$ cat config.mk
export PLATFORM = sky130hd
export DESIGN_NAME = lcdc_top
export DESIGN_NICKNAME = d
export VERILOG_FILES = /design/src/lcdc_pkg.sv /design/src/lcdc_top.sv
export SDC_FILE = /design/constraint.sdc
export NUM_CORES = 1
export LEC_CHECK = 0
export BUFFER_PORTS_ARGS = -buffer_cell sky130_fd_sc_hd__buf_2
export CAP_MARGIN = 20
export CORE_MARGIN = 2
export CORE_UTILIZATION = 53
export CTS_CLUSTER_DIAMETER = 30
export CTS_CLUSTER_SIZE = 40
export DETAILED_ROUTE_END_ITERATION = 10
export GPL_ROUTABILITY_DRIVEN = 0
export PLACE_DENSITY_LB_ADDON = 0.08
export SYNTH_ARGS = -nofsm -noshare
export SYNTH_HDL_FRONTEND = slang
export SYNTH_SLANG_ARGS = --single-unit
$ cat constraint.sdc
create_clock -name clk_sys -period 7.6 [get_ports clk_sys]
set_clock_uncertainty 0.2 [all_clocks]
set_input_delay 0.38 -clock clk_sys [delete_from_list [all_inputs] [get_ports clk_sys]]
set_output_delay 0.38 -clock clk_sys [all_outputs]
set_load 0.01 [all_outputs]
$ cat src/lcdc_pkg.sv
// package: register map, field layout and reset values of the lcd display control block
package lcdc_pkg;

  // register byte addresses (low 16 bits of haddr)
  localparam logic [15:0] ADDR_CLK_SEL  = 16'h5063;
  localparam logic [15:0] ADDR_DISP_CTL = 16'h50a0;
  localparam logic [15:0] ADDR_CONTRAST = 16'h50a1;
  localparam logic [15:0] ADDR_FRM_DUTY = 16'h50a2;
  localparam logic [15:0] ADDR_VREG     = 16'h50a3;
  localparam logic [15:0] ADDR_IRQ_MASK = 16'h50a5;
  localparam logic [15:0] ADDR_IRQ_FLAG = 16'h50a6;
  localparam logic [1:0]  WORD_LSB      = 2'h0;

  // display states
  localparam logic [1:0] DSP_OFF    = 2'h0;
  localparam logic [1:0] DSP_NORMAL = 2'h1;
  localparam logic [1:0] DSP_ALLON  = 2'h2;
  localparam logic [1:0] DSP_ALLOFF = 2'h3;

  // clock sources
  localparam logic [1:0] SRC_INTERNAL = 2'h0;
  localparam logic [1:0] SRC_LOWSPEED = 2'h1;
  localparam logic [1:0] SRC_HIGHSPD  = 2'h2;

  // duty codes
  localparam logic [1:0] DUTY_8  = 2'h0;
  localparam logic [1:0] DUTY_16 = 2'h1;
  localparam logic [1:0] DUTY_24 = 2'h3;

  // divider codes; 1/32 is code 0, 1/512 code 4
  localparam logic [2:0] DIV_MAX_CODE = 3'h4;
  localparam int         DIV_BASE_LOG = 5;
  localparam int         DIV_CNT_W    = 9;

  // reset values
  localparam logic [1:0] RST_DISPLAY  = DSP_OFF;
  localparam logic [3:0] RST_CONTRAST = 4'h7;
  localparam logic [1:0] RST_SOURCE   = SRC_LOWSPEED;
  localparam logic [2:0] RST_DIVIDER  = 3'h0;
  localparam logic [1:0] RST_DUTY     = DUTY_24;
  localparam logic [3:0] RST_FRMCOUNT = 4'h3;

  // frame period = 4 * (count + 1) panel clocks per common line
  localparam int FRAME_MULT = 4;

  // field positions inside the register byte
  localparam int POS_SEG_ORDER = 7;
  localparam int POS_COM_ORDER = 6;
  localparam int POS_AREA      = 5;
  localparam int POS_POLARITY  = 4;
  localparam int POS_DSP_STATE = 0;
  localparam int POS_DIVIDER   = 4;
  localparam int POS_SOURCE    = 2;
  localparam int POS_GATE      = 0;
  localparam int POS_CONTRAST  = 0;
  localparam int POS_FRM_COUNT = 4;
  localparam int POS_DUTY      = 0;
  localparam int POS_HEAVY     = 4;
  localparam int POS_VC_SEL    = 0;
  localparam int POS_IRQ_BIT   = 0;

  // last common line index for each duty
  localparam logic [4:0] LAST_COM_24 = 5'h17;
  localparam logic [4:0] LAST_COM_16 = 5'h0f;
  localparam logic [4:0] LAST_COM_8  = 5'h07;

  typedef struct packed {
    logic       segAscending;
    logic       comAscending;
    logic       areaSelect;
    logic       polarityNormal;
    logic [1:0] displayState;
  } lcdc_disp_s;

  typedef struct packed {
    logic [2:0] divider;
    logic [1:0] source;
    logic       gate;
  } lcdc_clk_s;

  typedef struct packed {
    logic       regulatorOn;
    logic [3:0] contrastLevel;
    logic [3:0] refLevel;
  } lcdc_drive_s;

endpackage : lcdc_pkg

$ cat src/lcdc_top.sv
// lcd display control: ahb-lite registers, clock select/divide, frame timing, drive overrides
//
// The AHB-Lite slave port was decided locally.
`timescale 1ns/1ps
`default_nettype none

// What this block does
// display state field decodes to off, normal, all-on dynamic, all-off static.
// display off stops regulator drive and grounds all four reference voltages.
// all-on and all-off override drive waveform; display memory left untouched.
// display state returns to off on reset and on sleep instruction.
// software keeps state off until clock stable, configured and reaching driver.
// four-bit contrast gives sixteen levels, 0xf darkest, 0x0 lightest.
// contrast field loads 0x7 at reset.
// reverse bit at 0 inverts every pixel; at 1 normal polarity.
// inversion ignored in all-off, applied in all-on.
// frame flag set once every frame.
// interrupt request only when flag and enable both 1; enable resets 0.
// software clears flag in handler and before enabling interrupt.
// registers eight bits; reserved bits written zero, read zero.
// divider selects 1/32 to 1/512 for internal or high-speed source.
// low-speed source used undivided, divider ignored.
// source select: internal 0, low-speed 1 default, high-speed 2.
// clock gate resets 0 stopping clock; 1 passes clock to driver.
// segment order bit D7, default 1 ascending, 0 descending.
// common order bit D6, default 1 ascending, 0 descending.
// area select chooses memory area in 1/24 or 1/16 duty.
// flag set on frame rising edge, cleared by writing 1.
// duty field: 1/24 code 3 default, 1/16 code 1, 1/8 code 0.
// frame derived from panel clock by 4*(count+1) times duty lines.
// software changes source and divider only while the gate is off.
module lcdc_top (
  // system
  input  wire logic        clk_sys,
  input  wire logic        rst_n,
  input  wire logic        sleepExec,
  // oscillator enables, one-cycle ticks synchronous to clk_sys
  input  wire logic        internalOscTick,
  input  wire logic        lowSpeedOscTick,
  input  wire logic        highSpeedOscTick,
  // ahb-lite slave
  input  wire logic        hsel,
  input  wire logic [31:0] haddr,
  input  wire logic [1:0]  htrans,
  input  wire logic        hwrite,
  input  wire logic [2:0]  hsize,
  input  wire logic [31:0] hwdata,
  input  wire logic        hready,
  output logic      [31:0] hrdata,
  output logic             hreadyout,
  output logic             hresp,
  // driver side
  output logic             panelClockTick,
  output lcdc_pkg::lcdc_disp_s  dispCtl,
  output lcdc_pkg::lcdc_drive_s driveCtl,
  output logic             pixelInvert,
  output logic             pixelForceOn,
  output logic             pixelForceOff,
  output logic             commonStatic,
  output logic             areaActive,
  output logic             frameSignal,
  output logic [4:0]       commonIndex,
  output logic             frameIrq
);

  ////////////////////////////////////////////////////////////////////////////
  // register state
  lcdc_pkg::lcdc_disp_s dispCtl_ff;
  lcdc_pkg::lcdc_clk_s  clkCtl_ff;
  logic [3:0]           contrast_ff;
  logic [3:0]           frameCount_ff;
  logic [1:0]           duty_ff;
  logic                 heavyLoad_ff;
  logic                 vcSelect_ff;
  logic                 irqEnable_ff;
  logic                 frameFlag_ff;

  // ahb address-phase capture
  logic                 wrPend_ff;
  logic [15:0]          wrAddr_ff;
  logic [31:0]          rdData_ff;

  ////////////////////////////////////////////////////////////////////////////
  // bus decode
  wire        addrPhase = hsel & hready & htrans[1];
  wire        rdReq     = addrPhase & ~hwrite;
  wire        wrReq     = addrPhase & hwrite;
  wire [15:0] reqAddr   = haddr[15:0];
  wire [7:0]  wb        = hwdata[7:0];

  ////////////////////////////////////////////////////////////////////////////
  // write data split into fields; reserved bits simply dropped
  wire       wSegOrder = wb[lcdc_pkg::POS_SEG_ORDER];
  wire       wComOrder = wb[lcdc_pkg::POS_COM_ORDER];
  wire       wArea     = wb[lcdc_pkg::POS_AREA];
  wire       wPolarity = wb[lcdc_pkg::POS_POLARITY];
  wire [1:0] wState    = wb[lcdc_pkg::POS_DSP_STATE +: 2];
  wire [2:0] wDivider  = wb[lcdc_pkg::POS_DIVIDER +: 3];
  wire [1:0] wSource   = wb[lcdc_pkg::POS_SOURCE +: 2];
  wire       wGate     = wb[lcdc_pkg::POS_GATE];
  wire [3:0] wContrast = wb[lcdc_pkg::POS_CONTRAST +: 4];
  wire [3:0] wFrmCount = wb[lcdc_pkg::POS_FRM_COUNT +: 4];
  wire [1:0] wDuty     = wb[lcdc_pkg::POS_DUTY +: 2];
  wire       wHeavy    = wb[lcdc_pkg::POS_HEAVY];
  wire       wVcSel    = wb[lcdc_pkg::POS_VC_SEL];
  wire       wIrqBit   = wb[lcdc_pkg::POS_IRQ_BIT];

  wire wrClk   = wrPend_ff & (wrAddr_ff == lcdc_pkg::ADDR_CLK_SEL);
  wire wrDisp  = wrPend_ff & (wrAddr_ff == lcdc_pkg::ADDR_DISP_CTL);
  wire wrCont  = wrPend_ff & (wrAddr_ff == lcdc_pkg::ADDR_CONTRAST);
  wire wrFrm   = wrPend_ff & (wrAddr_ff == lcdc_pkg::ADDR_FRM_DUTY);
  wire wrVreg  = wrPend_ff & (wrAddr_ff == lcdc_pkg::ADDR_VREG);
  wire wrMask  = wrPend_ff & (wrAddr_ff == lcdc_pkg::ADDR_IRQ_MASK);
  wire wrFlag  = wrPend_ff & (wrAddr_ff == lcdc_pkg::ADDR_IRQ_FLAG);

  // reserved bits read zero
  wire [7:0] rdClk  = {1'b0, clkCtl_ff.divider, clkCtl_ff.source, 1'b0, clkCtl_ff.gate};
  wire [7:0] rdDisp = {dispCtl_ff.segAscending, dispCtl_ff.comAscending, dispCtl_ff.areaSelect,
                       dispCtl_ff.polarityNormal, 2'b00, dispCtl_ff.displayState};
  wire [7:0] rdCont = {4'h0, contrast_ff};
  wire [7:0] rdFrm  = {frameCount_ff, 2'b00, duty_ff};
  wire [7:0] rdVreg = {3'b000, heavyLoad_ff, 3'b000, vcSelect_ff};
  wire [7:0] rdMask = {7'h00, irqEnable_ff};
  wire [7:0] rdFlag = {7'h00, frameFlag_ff};

  // unmapped addresses read zero and ignore writes
  wire [7:0] rdSel =
    (reqAddr == lcdc_pkg::ADDR_CLK_SEL)  ? rdClk  :
    (reqAddr == lcdc_pkg::ADDR_DISP_CTL) ? rdDisp :
    (reqAddr == lcdc_pkg::ADDR_CONTRAST) ? rdCont :
    (reqAddr == lcdc_pkg::ADDR_FRM_DUTY) ? rdFrm  :
    (reqAddr == lcdc_pkg::ADDR_VREG)     ? rdVreg :
    (reqAddr == lcdc_pkg::ADDR_IRQ_MASK) ? rdMask :
    (reqAddr == lcdc_pkg::ADDR_IRQ_FLAG) ? rdFlag : 8'h00;

  assign hreadyout = 1'b1;
  assign hresp     = 1'b0;
  assign hrdata    = rdData_ff;

  // address phase remembered for the data phase that carries hwdata
  always_ff @(posedge clk_sys) begin
    if (!rst_n) begin
      wrPend_ff <= 1'b0;
    end else begin
      wrPend_ff <= wrReq;
    end
  end

  always_ff @(posedge clk_sys) begin
    if (!rst_n) begin
      wrAddr_ff <= 16'h0000;
    end else begin
      wrAddr_ff <= reqAddr;
    end
  end

  // read data stands one cycle only, zero otherwise, so stale bytes never linger
  always_ff @(posedge clk_sys) begin
    if (!rst_n) begin
      rdData_ff <= 32'h0000_0000;
    end else begin
      rdData_ff <= rdReq ? {24'h00_0000, rdSel} : 32'h0000_0000;
    end
  end

  ////////////////////////////////////////////////////////////////////////////
  // control registers, one short process per register
  // sleep clears only the display state; order, area and polarity survive it
  always_ff @(posedge clk_sys) begin
    if (!rst_n) begin
      dispCtl_ff.segAscending   <= 1'b1;
      dispCtl_ff.comAscending   <= 1'b1;
      dispCtl_ff.areaSelect     <= 1'b0;
      dispCtl_ff.polarityNormal <= 1'b1;
      dispCtl_ff.displayState   <= lcdc_pkg::RST_DISPLAY;
    end else if (sleepExec) begin
      dispCtl_ff.displayState   <= lcdc_pkg::DSP_OFF;
    end else if (wrDisp) begin
      dispCtl_ff.segAscending   <= wSegOrder;
      dispCtl_ff.comAscending   <= wComOrder;
      dispCtl_ff.areaSelect     <= wArea;
      dispCtl_ff.polarityNormal <= wPolarity;
      dispCtl_ff.displayState   <= wState;
    end
  end

  // no glitch guard on source changes: software keeps the gate off meanwhile
  always_ff @(posedge clk_sys) begin
    if (!rst_n) begin
      clkCtl_ff.divider <= lcdc_pkg::RST_DIVIDER;
      clkCtl_ff.source  <= lcdc_pkg::RST_SOURCE;
      clkCtl_ff.gate    <= 1'b0;
    end else if (wrClk) begin
      clkCtl_ff.divider <= wDivider;
      clkCtl_ff.source  <= wSource;
      clkCtl_ff.gate    <= wGate;
    end
  end

  always_ff @(posedge clk_sys) begin
    if (!rst_n) begin
      contrast_ff <= lcdc_pkg::RST_CONTRAST;
    end else if (wrCont) begin
      contrast_ff <= wContrast;
    end
  end

  always_ff @(posedge clk_sys) begin
    if (!rst_n) begin
      frameCount_ff <= lcdc_pkg::RST_FRMCOUNT;
      duty_ff       <= lcdc_pkg::RST_DUTY;
    end else if (wrFrm) begin
      frameCount_ff <= wFrmCount;
      duty_ff       <= wDuty;
    end
  end

  // regulator bits are only stored and read back over the bus; no output port carries them
  always_ff @(posedge clk_sys) begin
    if (!rst_n) begin
      heavyLoad_ff <= 1'b0;
      vcSelect_ff  <= 1'b0;
    end else if (wrVreg) begin
      heavyLoad_ff <= wHeavy;
      vcSelect_ff  <= wVcSel;
    end
  end

  always_ff @(posedge clk_sys) begin
    if (!rst_n) begin
      irqEnable_ff <= 1'b0;
    end else if (wrMask) begin
      irqEnable_ff <= wIrqBit;
    end
  end

  ////////////////////////////////////////////////////////////////////////////
  // clock source select and divider
  logic [lcdc_pkg::DIV_CNT_W-1:0] divCnt_ff;
  logic                           srcTick;
  always_comb begin
    case (clkCtl_ff.source)
      lcdc_pkg::SRC_INTERNAL: srcTick = internalOscTick;
      lcdc_pkg::SRC_LOWSPEED: srcTick = lowSpeedOscTick;
      lcdc_pkg::SRC_HIGHSPD:  srcTick = highSpeedOscTick;
      default:                srcTick = 1'b0;
    endcase
  end

  // reserved divider codes stall the clock rather than guess a ratio
  wire       divValid = clkCtl_ff.divider <= lcdc_pkg::DIV_MAX_CODE;
  wire [3:0] divLog   = 4'(lcdc_pkg::DIV_BASE_LOG) + {1'b0, clkCtl_ff.divider};
  wire [lcdc_pkg::DIV_CNT_W-1:0] divLast =
    lcdc_pkg::DIV_CNT_W'((10'd1 << divLog) - 10'd1);
  wire divWrap = srcTick & divValid & (divCnt_ff >= divLast);
  wire undivided = clkCtl_ff.source == lcdc_pkg::SRC_LOWSPEED;
  wire nxt_panelTick = clkCtl_ff.gate & (undivided ? srcTick : divWrap);

  always_ff @(posedge clk_sys) begin
    if (!rst_n) begin
      divCnt_ff      <= '0;
    end else if (!clkCtl_ff.gate || undivided) begin
      divCnt_ff      <= '0;
    end else if (srcTick) begin
      divCnt_ff      <= divWrap ? '0 : divCnt_ff + 1'b1;
    end
  end

  assign panelClockTick = nxt_panelTick;

  ////////////////////////////////////////////////////////////////////////////
  // frame timing: each common line lasts 4*(count+1) panel clocks
  logic [5:0] lineCnt_ff;
  logic [4:0] comIdx_ff;
  logic       frame_ff;
  logic       framePrev_ff;

  wire [5:0] lineLast = 6'(lcdc_pkg::FRAME_MULT * (int'(frameCount_ff) + 1) - 1);
  logic [4:0] comLast;
  always_comb begin
    case (duty_ff)
      lcdc_pkg::DUTY_24: comLast = lcdc_pkg::LAST_COM_24;
      lcdc_pkg::DUTY_16: comLast = lcdc_pkg::LAST_COM_16;
      lcdc_pkg::DUTY_8:  comLast = lcdc_pkg::LAST_COM_8;
      default:           comLast = lcdc_pkg::LAST_COM_24;
    endcase
  end
  wire lineEnd  = panelClockTick & (lineCnt_ff >= lineLast);
  wire frameEnd = lineEnd & (comIdx_ff >= comLast);

  // >= compares keep a shrunken count from running past its end
  always_ff @(posedge clk_sys) begin
    if (!rst_n) begin
      lineCnt_ff <= 6'h00;
      comIdx_ff  <= 5'h00;
    end else if (lineEnd) begin
      lineCnt_ff <= 6'h00;
      comIdx_ff  <= frameEnd ? 5'h00 : comIdx_ff + 5'h01;
    end else if (panelClockTick) begin
      lineCnt_ff <= lineCnt_ff + 6'h01;
    end
  end

  // frame signal high during the first common line
  always_ff @(posedge clk_sys) begin
    if (!rst_n) begin
      frame_ff <= 1'b0;
    end else if (lineEnd) begin
      frame_ff <= frameEnd;
    end
  end

  // delayed copy for the edge detect; resets low like frame_ff, so no false edge
  always_ff @(posedge clk_sys) begin
    if (!rst_n) begin
      framePrev_ff <= 1'b0;
    end else begin
      framePrev_ff <= frame_ff;
    end
  end

  assign frameSignal = frame_ff;
  assign commonIndex = comIdx_ff;

  ////////////////////////////////////////////////////////////////////////////
  // frame flag: set wins over a same-cycle clear
  wire frameRise = frame_ff & ~framePrev_ff;
  wire flagClr   = wrFlag & wIrqBit;
  always_ff @(posedge clk_sys) begin
    if (!rst_n) begin
      frameFlag_ff <= 1'b0;
    end else if (frameRise) begin
      frameFlag_ff <= 1'b1;
    end else if (flagClr) begin
      frameFlag_ff <= 1'b0;
    end
  end

  assign frameIrq = frameFlag_ff & irqEnable_ff;

  ////////////////////////////////////////////////////////////////////////////
  // drive overrides; display memory is never written from here
  wire [1:0] st       = dispCtl_ff.displayState;
  wire       isAllOn  = st == lcdc_pkg::DSP_ALLON;
  wire       isAllOff = st == lcdc_pkg::DSP_ALLOFF;
  wire       isOff    = st == lcdc_pkg::DSP_OFF;
  assign dispCtl       = dispCtl_ff;
  assign pixelForceOn  = isAllOn;
  assign pixelForceOff = isAllOff;
  assign commonStatic  = pixelForceOff;
  assign pixelInvert   = ~dispCtl_ff.polarityNormal & ~pixelForceOff;
  // area select only meaningful at 1/24 and 1/16 duty
  assign areaActive    = dispCtl_ff.areaSelect & (duty_ff != lcdc_pkg::DUTY_8);

  wire regOn = ~isOff;
  assign driveCtl.regulatorOn   = regOn;
  assign driveCtl.contrastLevel = contrast_ff;
  assign driveCtl.refLevel      = regOn ? contrast_ff : 4'h0;

endmodule // lcdc_top

`default_nettype wire

After elaboration in Yosys (flattened, before gate mapping)
Index checks and enable logic that the tools add are counted.
{ "classes": {"addsub": 7, "order_cmp": 4, "eq_ne": 19, "shift": 1, "muxes": 15, "bitwise": 29, "n_reduce_logical": 13} }
{ "ops": {"columns": ["op", "n"], "rows": [
  ["$eq 16x15->1 const B", 14],
  ["$mux 8", 4],
  ["$and 1x1->1", 21],
  ["$mux 5", 2],
  ["$pmux 5 s2", 1],
  ["$add 9x1->9 const B", 1],
  ["$ge 9x9->1", 1],
  ["$mux 9", 1],
  ["$shl 1x4->9 const A", 1],
  ["$sub 9x1->9 const B", 1],
  ["$not 1->1", 8],
  ["$add 6x1->6 const B", 1],
  ["$eq 2x2->1 const B", 3],
  ["$ge 6x6->1", 1],
  ["$logic_not 2->1", 3],
  ["$reduce_or 2->1", 3],
  ["$sub 6x1->6 const B", 1],
  ["$add 5x1->5 const B", 1],
  ["$ge 5x5->1", 1],
  ["$mux 1", 5],
  ["$add 3x3->4 const A", 1],
  ["$add 4x1->4 const B", 1],
  ["$eq 2x1->1 const B", 2],
  ["$mux 4", 1],
  ["7 further kinds", 9]
]} }
{ "totals": {"reg_bits": 97, "inputBits": 78, "output_inout_bits": 62, "elab_cells": 113} }

Logic depth before layout (Yosys ltp)
Gate-level depths: netlist of the first run.
{ "depth": {"word_depth": 10, "mapped_depth": 13} }

Least setup slack after synthesis of the first run
No wires, ideal clock.
{ "synth_path": {"path_type": "register to register", "from": "register clkCtl_ff[5] (netlist bit)", "to": "register frame_ff (netlist: frameSignal)", "setup_ns": 0.116, "t_arrival_ns": 2.181, "required_time_ns": 7.284, "slack_ns": 5.103, "stages_incl_launch_ff": 12, "path_buffers": 2, "synth_period_minus_slack_ns": 2.497, "path_cell_list": "dfxtp_1 -> clkbuf_1 -> a21oi_1 -> nand2b_1 -> ha_1 -> a21oi_1 -> o21ai_0 -> nand2b_1 -> o211ai_1 -> clkbuf_1 -> nor2_1 -> o211a_1"} }
{ "synth_via": {"elab_chain_len": 9} }
{ "synth_lines": {"columns": ["element", "line_no", "text"], "rows": [
  ["start, declared", "lcdc_top.sv:69", "lcdc_pkg::lcdc_clk_s clkCtl_ff;"],
  ["$add 3x3->4", "lcdc_top.sv:252", "wire [3:0] divLog = 4'(lcdc_pkg::DIV_BASE_LOG) + {1'b0, clkCtl_ff.divider};"],
  ["$shl 1x4->9", "lcdc_top.sv:254", "lcdc_pkg::DIV_CNT_W'((10'd1 << divLog) - 10'd1);"],
  ["$sub 9x1->9", "lcdc_top.sv:254", null],
  ["$ge 9x9->1", "lcdc_top.sv:255", "wire divWrap = srcTick & divValid & (divCnt_ff >= divLast);"],
  ["$and 1x1->1 (*)", "lcdc_top.sv:255", null],
  ["$mux 1 (*)", "lcdc_top.sv:257", "wire nxt_panelTick = clkCtl_ff.gate & (undivided ? srcTick : divWrap);"],
  ["$and 1x1->1 (*)", "lcdc_top.sv:257", null],
  ["$and 1x1->1 (*)", "lcdc_top.sv:288", "wire lineEnd = panelClockTick & (lineCnt_ff >= lineLast);"],
  ["$and 1x1->1", "lcdc_top.sv:289", "wire frameEnd = lineEnd & (comIdx_ff >= comLast);"],
  ["end signal, assigned", "lcdc_top.sv:309", "frame_ff <= frameEnd;"],
  ["end, declared", "lcdc_top.sv:275", "logic frame_ff;"]
]} }
Every way passes the cells marked *; elsewhere a longest branch is shown, timed or not.
A chain may end at the register's enable or synchronous reset.

Final worst setup path of the first run
{ "layout_path": {"from": "register clkCtl_ff[4] (netlist bit)", "to": "output panelClockTick"} }
{ "layout_via": {"elab_chain_len": 7} }
{ "layout_lines": {"columns": ["element", "line_no", "text"], "rows": [
  ["$add 3x3->4", "lcdc_top.sv:252", null],
  ["$shl 1x4->9", "lcdc_top.sv:254", null],
  ["$sub 9x1->9", "lcdc_top.sv:254", null],
  ["$ge 9x9->1", "lcdc_top.sv:255", null],
  ["$and 1x1->1 (*)", "lcdc_top.sv:255", null],
  ["$mux 1 (*)", "lcdc_top.sv:257", null],
  ["$and 1x1->1 (*)", "lcdc_top.sv:257", null],
  ["end, declared", "lcdc_top.sv:53", "output logic panelClockTick,"]
]} }
Marked as above.

==> impl_results.md, run 1 <==
- Final Critical Period: 3.032 ns
- Setup TNS: 0 ns
- Number of synthesized flops with an enable pin: 0
- Area leader, netlist: dfxtp_1
- WS Path Type: reg -> out
- Post-Place Cells: 580
- Most used DFF post-synth: dfxtp_1
- Most frequent cell after synthesis: dfxtp_1
- Reg area: 1461 um2
- CTS tree: yes
- DRT Wirelength: 8115 um
- Slew HR: 0.5063
- Final Net Count: 593
- Peak VDD IR: 0.09395 mV
- DIE HEIGHT: 87.88 um
- Top-area cell type share of the netlist area: 0.3919
- # H-tree levels: 3
- Vias: 3116
- CTS Hold Buffers Added: 0
- Post-CTS Repair Setup Buffers: 0
- Power per Cell Area: 170.0 nW/um2
- Largest net degree at the start of global routing: 44
- Post-synth cell types: 52
- # resized after CTS: 0
- Synth-to-Final Area Change: 13.56%
- CP arrival: 2.45 ns
- Worst Max-Slew Pin Slew: 0.7397 ns
- Hold Path Class: in -> reg
- Syn Area/Cell: 8.753 um2
- Post-synth top cells: 73 x dfxtp_1, 42 x nand2_1, 39 x nor2_1
- Status: finished, final reports clean
- Fill count: 650
- CTS Buffer Depth: 2
- WL per Instance: 13.64 um
- Sequential share of the synthesized area: 0.3919
- I/O pin cnt: 140
- Area occupied by multi-input gates: 2071 um2
- Share of layout cells above drive strength 1: 0.1884
- Die X: 87.88 um
- Cell Rows: 30
- CP Capture Type: output port
- CP Data Required Time: 7.02 ns
- Async SR Flop Fraction: 0
- Post-route ant nets: 0
- Reg clk slew, reported paths: 0.07 ns
- Residual DRC count: 0
- Clk_lat worst skew: 0.35 ns
- Cts bufs inserted: 9
- Pleak: 1.849 nW
- # diodes: 0
- Initial antenna violation count: 0
- #FFs+latches synth: 73
- Core area: 6794 um2
- Sink Count: 73
- Root Driver: clkbuf_8
- DR pass1 iterations: 4
- Synthesized instance count: 426
- Mapped cell area: 3729 um2
- DIE AREA: 7722 um2
- I/O Buffers: 69
- GRT overflow: 0
- Max-cap violations: 0
- Vias in the first global route: 2825
- GRT Overall Usage: 0.2162
- DP HPWL: 6011 um
- Max Slew Vio Count: 0
- Starting DRT DRC Count: 117
- Fin crit share: 0.3989
- Final Hold Fails: 0
- CP startpoint kind: flip-flop
- Initial Utilization: 0.5488
- DR vias/cell: 5.237
- Yosys warns: 0
- Maximum clock frequency: 0.3298 GHz
- Finished Layout Cells: 595
- CP Max Fanout: 14
- Area contributors post-synth: dfxtp_1 39%, ha_1 6.7%, buf_4 5.6%
- RSZ-0062 raised after global routing: no
- Final setup vio count: 0
- First-pass GRT wire length: 12940 um
## per-layer routing
layer	vias to the layer above	global-route usage	wire, um
li1	1571	-	-
met1	1442	0.2671	3772
met2	92	0.3650	3801
met3	11	0.05467	407
met4	0	0.07832	133
met5	-	0	0
## stage by stage
step / utilization / setup slack, ns / hold WS, ns / cell area (um2) / power, W
after floorplan: - / 5.103 / 0.2534 / 3834 / 0.0004317
after global placement: 0.5961 / 4.969 / 0.2657 / 4050 / 0.0004379
after detailed placement: 0.5961 / 4.929 / 0.2691 / 4050 / 0.0004386
after CTS: 0.6232 / 4.532 / 0.02442 / 4234 / 0.0007293
after global routing: 0.6232 / 4.394 / 0.02569 / 4234 / 0.0007474
final: 0.6232 / 4.568 / 0.03819 / 4234 / 0.0007199
## state kept, by name, summed over array words and instances, names as in the netlist, 2 cells and up
signal	count
contrast_ff	4
dispCtl	4
st	2
duty_ff	2
divCnt_ff	9
commonIndex	5
wrAddr_ff	16
hrdata	8
lineCnt_ff	6
frameCount_ff	4
clkCtl_ff	6
## report_power, final
group / switching, W / total (W) / internal [W]
clock: 0.000142 / 0.000290 / 0.000148
sequential: 0.00000234 / 0.000389 / 0.000387
combinational: 0.0000262 / 0.0000410 / 0.0000148
total: 0.000171 / 0.000720 / 0.000549
## layout make-up
| type | instances | share of cell area |
|---|---|---|
| clock inverters | 6 | 0.01418 |
| inverters | 12 | 0.01064 |
| repair buffers | 70 | 0.08333 |
| clock buffers | 9 | 0.02926 |
| flip-flops and latches | 73 | 0.3452 |
| well taps | 96 | 0.02837 |
| multi-input cells | 329 | 0.4891 |
## critical path, stage by stage (launching register included)
cell      delay (ns)
dfxtp_1         0.43
a21oi_1         0.12
nand2b_1        0.16
ha_1            0.31
a21oi_1         0.13
o21ai_0         0.13
nand2b_1        0.16
o211ai_1        0.15
buf_4           0.22
inv_1           0.13
buf_2           0.16
## worst paths after layout
check	end	slack [ns]	from	depth (start not counted)
min reg2reg	heavyLoad_ff	0.28	heavyLoad_ff	2
max reg2reg	commonIndex[2]	4.93	frameCount_ff[0]	11
max	panelClockTick	4.57	clkCtl_ff[4]	10
min	wrAddr_ff[11]	0.04	haddr[11]	2
## layout by cell type, fill, tap and decap left out, types with 3 or more instances in the layout
| cell | synthesis | final |
|---|---|---|
| conb_1 | 2 | 30 |
| o21a_1 | 3 | 3 |
| nand2_1 | 42 | 42 |
| and3_1 | 4 | 4 |
| o21ai_0 | 22 | 22 |
| xnor2_1 | 3 | 3 |
| xor2_1 | 7 | 7 |
| o2bb2ai_1 | 3 | 3 |
| nor2b_1 | 7 | 7 |
| inv_1 | 12 | 12 |
| dfxtp_1 | 73 | 73 |
| ha_1 | 20 | 20 |
| nand2b_1 | 9 | 9 |
| o211ai_1 | 8 | 8 |
| clkbuf_8 | 0 | 9 |
| and2_1 | 19 | 19 |
| nand4b_1 | 3 | 3 |
| nand3b_1 | 8 | 8 |
| mux2i_1 | 20 | 20 |
| a222oi_1 | 3 | 3 |
| nand3_1 | 14 | 14 |
| a21oi_1 | 19 | 19 |
| clkinv_2 | 0 | 3 |
| nand4_1 | 5 | 5 |
| nor2_1 | 39 | 39 |
| nor3_1 | 10 | 10 |
| buf_2 | 1 | 69 |
| a31oi_1 | 3 | 3 |
## kinds of logic (layout without fill, tap and decap cells)
kind of cell | count (synthesis) | after routing | synth area share
flops | 73 | 73 | 0.3919
xor+xnor | 10 | 10 | 0.02349
compound gates | 72 | 72 | 0.1232
mux | 21 | 21 | 0.05671
buf+inv | 52 | 97 | 0.08087
fa+ha+maj | 20 | 20 | 0.06711
simple gates | 176 | 176 | 0.2547
other cells | 2 | 30 | 0.002014
Note: power is estimated with default switching activity, not from simulation.
==> inputs of run 2 (changes only) <==
CORE_UTILIZATION = 49   (was 53)
clock period = 2.9 ns   (was 7.6 ns; I/O delays follow)
==> run 2 against run 1 <==
  * Flip-flop and latch count stayed put
  * Cell count grew 6.2%
  * Sequential power rose to 2.6 times the previous value
==> impl_results.md, run 2 (synthesis results as in run 1) <==
- Power per Cell Area: 405.2 nW/um2
- CP Data Required Time: 2.99 ns
- Worst Max-Slew Pin Slew: 0.7138 ns
- CTS Buffer Depth: 2
- RSZ-0062 raised after global routing: no
- Cell Rows: 31
- Final core occ: 0.6232
- Post-Layout Inst Area: 4544 um2
- GRT overflow: 0
- Initial Utilization: 0.5113
- Reg clk slew, reported paths: 0.08 ns
- DIE AREA: 8323 um2
- Area after DPL: 4069 um2
- Final Hold Fails: 0
- Slew HR: 0.5236
- # diodes: 0
- Max-cap violations: 0
- Die X: 91.23 um
- DR pass1 iterations: 4
- Max reg flops: 16
- CP Max Fanout: 7
- Fin crit share: 0.9410
- Biggest register: wrAddr_ff
- Post-Place Cells: 585
- First-pass GRT wire length: 14950 um
- Initial antenna violation count: 0
- CP startpoint kind: flip-flop
- Root Driver: clkbuf_8
- Final Net Count: 626
- Largest net degree at the start of global routing: 33
- Finished Layout Cells: 632
- Commonest cells after routing, fill and taps aside: 70 x dfxtp_1, 69 x buf_2, 42 x nand2_1
- Residual DRC count: 0
- R2r setup slk: 0.17 ns
- Final Critical Period: 2.729 ns
- Hold Path Class: in -> reg
- Status: finished, final reports clean
- WS Path Type: reg -> reg
- Setup TNS: 0 ns
- Pleak: 1.977 nW
- Sink Count: 73
- Core area: 7292 um2
- Vias: 3302
- DIE HEIGHT: 91.23 um
- CP arrival: 2.82 ns
- Synth-to-Final Area Change: 21.88%
- # H-tree levels: 3
- Share of layout cells above drive strength 1: 0.1895
- Peak VDD IR: 0.3129 mV
- WL per Instance: 13.75 um
- Starting DRT DRC Count: 151
- Maximum clock frequency: 0.3664 GHz
- Post-route ant nets: 0
- DRT Wirelength: 8687 um
- Vias in the first global route: 3219
- GRT Overall Usage: 0.2220
- CTS tree: yes
- DP HPWL: 6221 um
- Max Slew Vio Count: 0
- Clk_lat worst skew: 0.35 ns
- Most common cell after layout, fill and taps aside: dfxtp_1
- CP Capture Type: flip-flop
- Cts bufs inserted: 9
- I/O pin cnt: 140
- I/O Buffers: 69
- Final setup vio count: 0
- DR vias/cell: 5.225
## run 2: final timing paths
check	from	to	cells after the start
setup / recovery	wrAddr_ff[3]	dispCtl[5]	7
hold reg to reg	heavyLoad_ff	heavyLoad_ff	2
hold / removal	highSpeedOscTick	divCnt_ff[0]	5
setup reg to reg	wrAddr_ff[3]	dispCtl[5]	7
## run 2: through the flow
stage	power (W)	setup slack, ns	hold WS [ns]
2_1_floorplan	0.001131	0.4032	0.06671
3_3_place_gp	0.001148	0.2562	0.1624
3_5_place_dp	0.001149	0.1829	0.1606
4_1_cts	0.001857	0.06593	0.1043
5_1_grt	0.001921	0.01362	0.1829
6_report	0.001841	0.1710	0.1316
## run 2: area by class of cell
cell class | instances | area [um2]
fill | 674 | 2748
multi-input combinational | 329 | 2072
sequential | 73 | 1465
timing repair buffer | 103 | 675.6
clock buffer | 11 | 131.4
tap | 99 | 123.9
inverter | 12 | 45.04
clock inverter | 5 | 31.28
## run 2: critical path: stages, from the launching register on
cell and delay [ns]:
dfxtp_1 0.31, or4_4 0.55, nor4_4 0.25, nand3b_1 0.31, nor2_1 0.31, nand2_1 0.09, dlygate4sd3_1 0.56, nand3_1 0.08
## run 2: power breakdown
| part | internal, W | switching (W) |
|---|---|---|
| Sequential | 0.00101 | 0.00000623 |
| Combinational | 0.0000636 | 0.0000736 |
| Clock | 0.000309 | 0.000375 |
| Total | 0.00139 | 0.000455 |
## run 2: per-layer routing
layer	vias to the layer above	share of wire	track usage	wire length [um]
li1	1652	-	-	-
met1	1552	0.44	0.2677	3836
met2	89	0.49	0.3864	4298
met3	9	0.052	0.05809	454
met4	0	0.011	0.06818	97
met5	-	0	0	0
## run 2: what timing repair did
item,in CTS,in global routing
hold endpoints to repair,42,0
buffers inserted,1,0
endpoints found under the setup margin,1,6
pin swaps,1,1
hold buffers,30,0
resized for setup,0,6
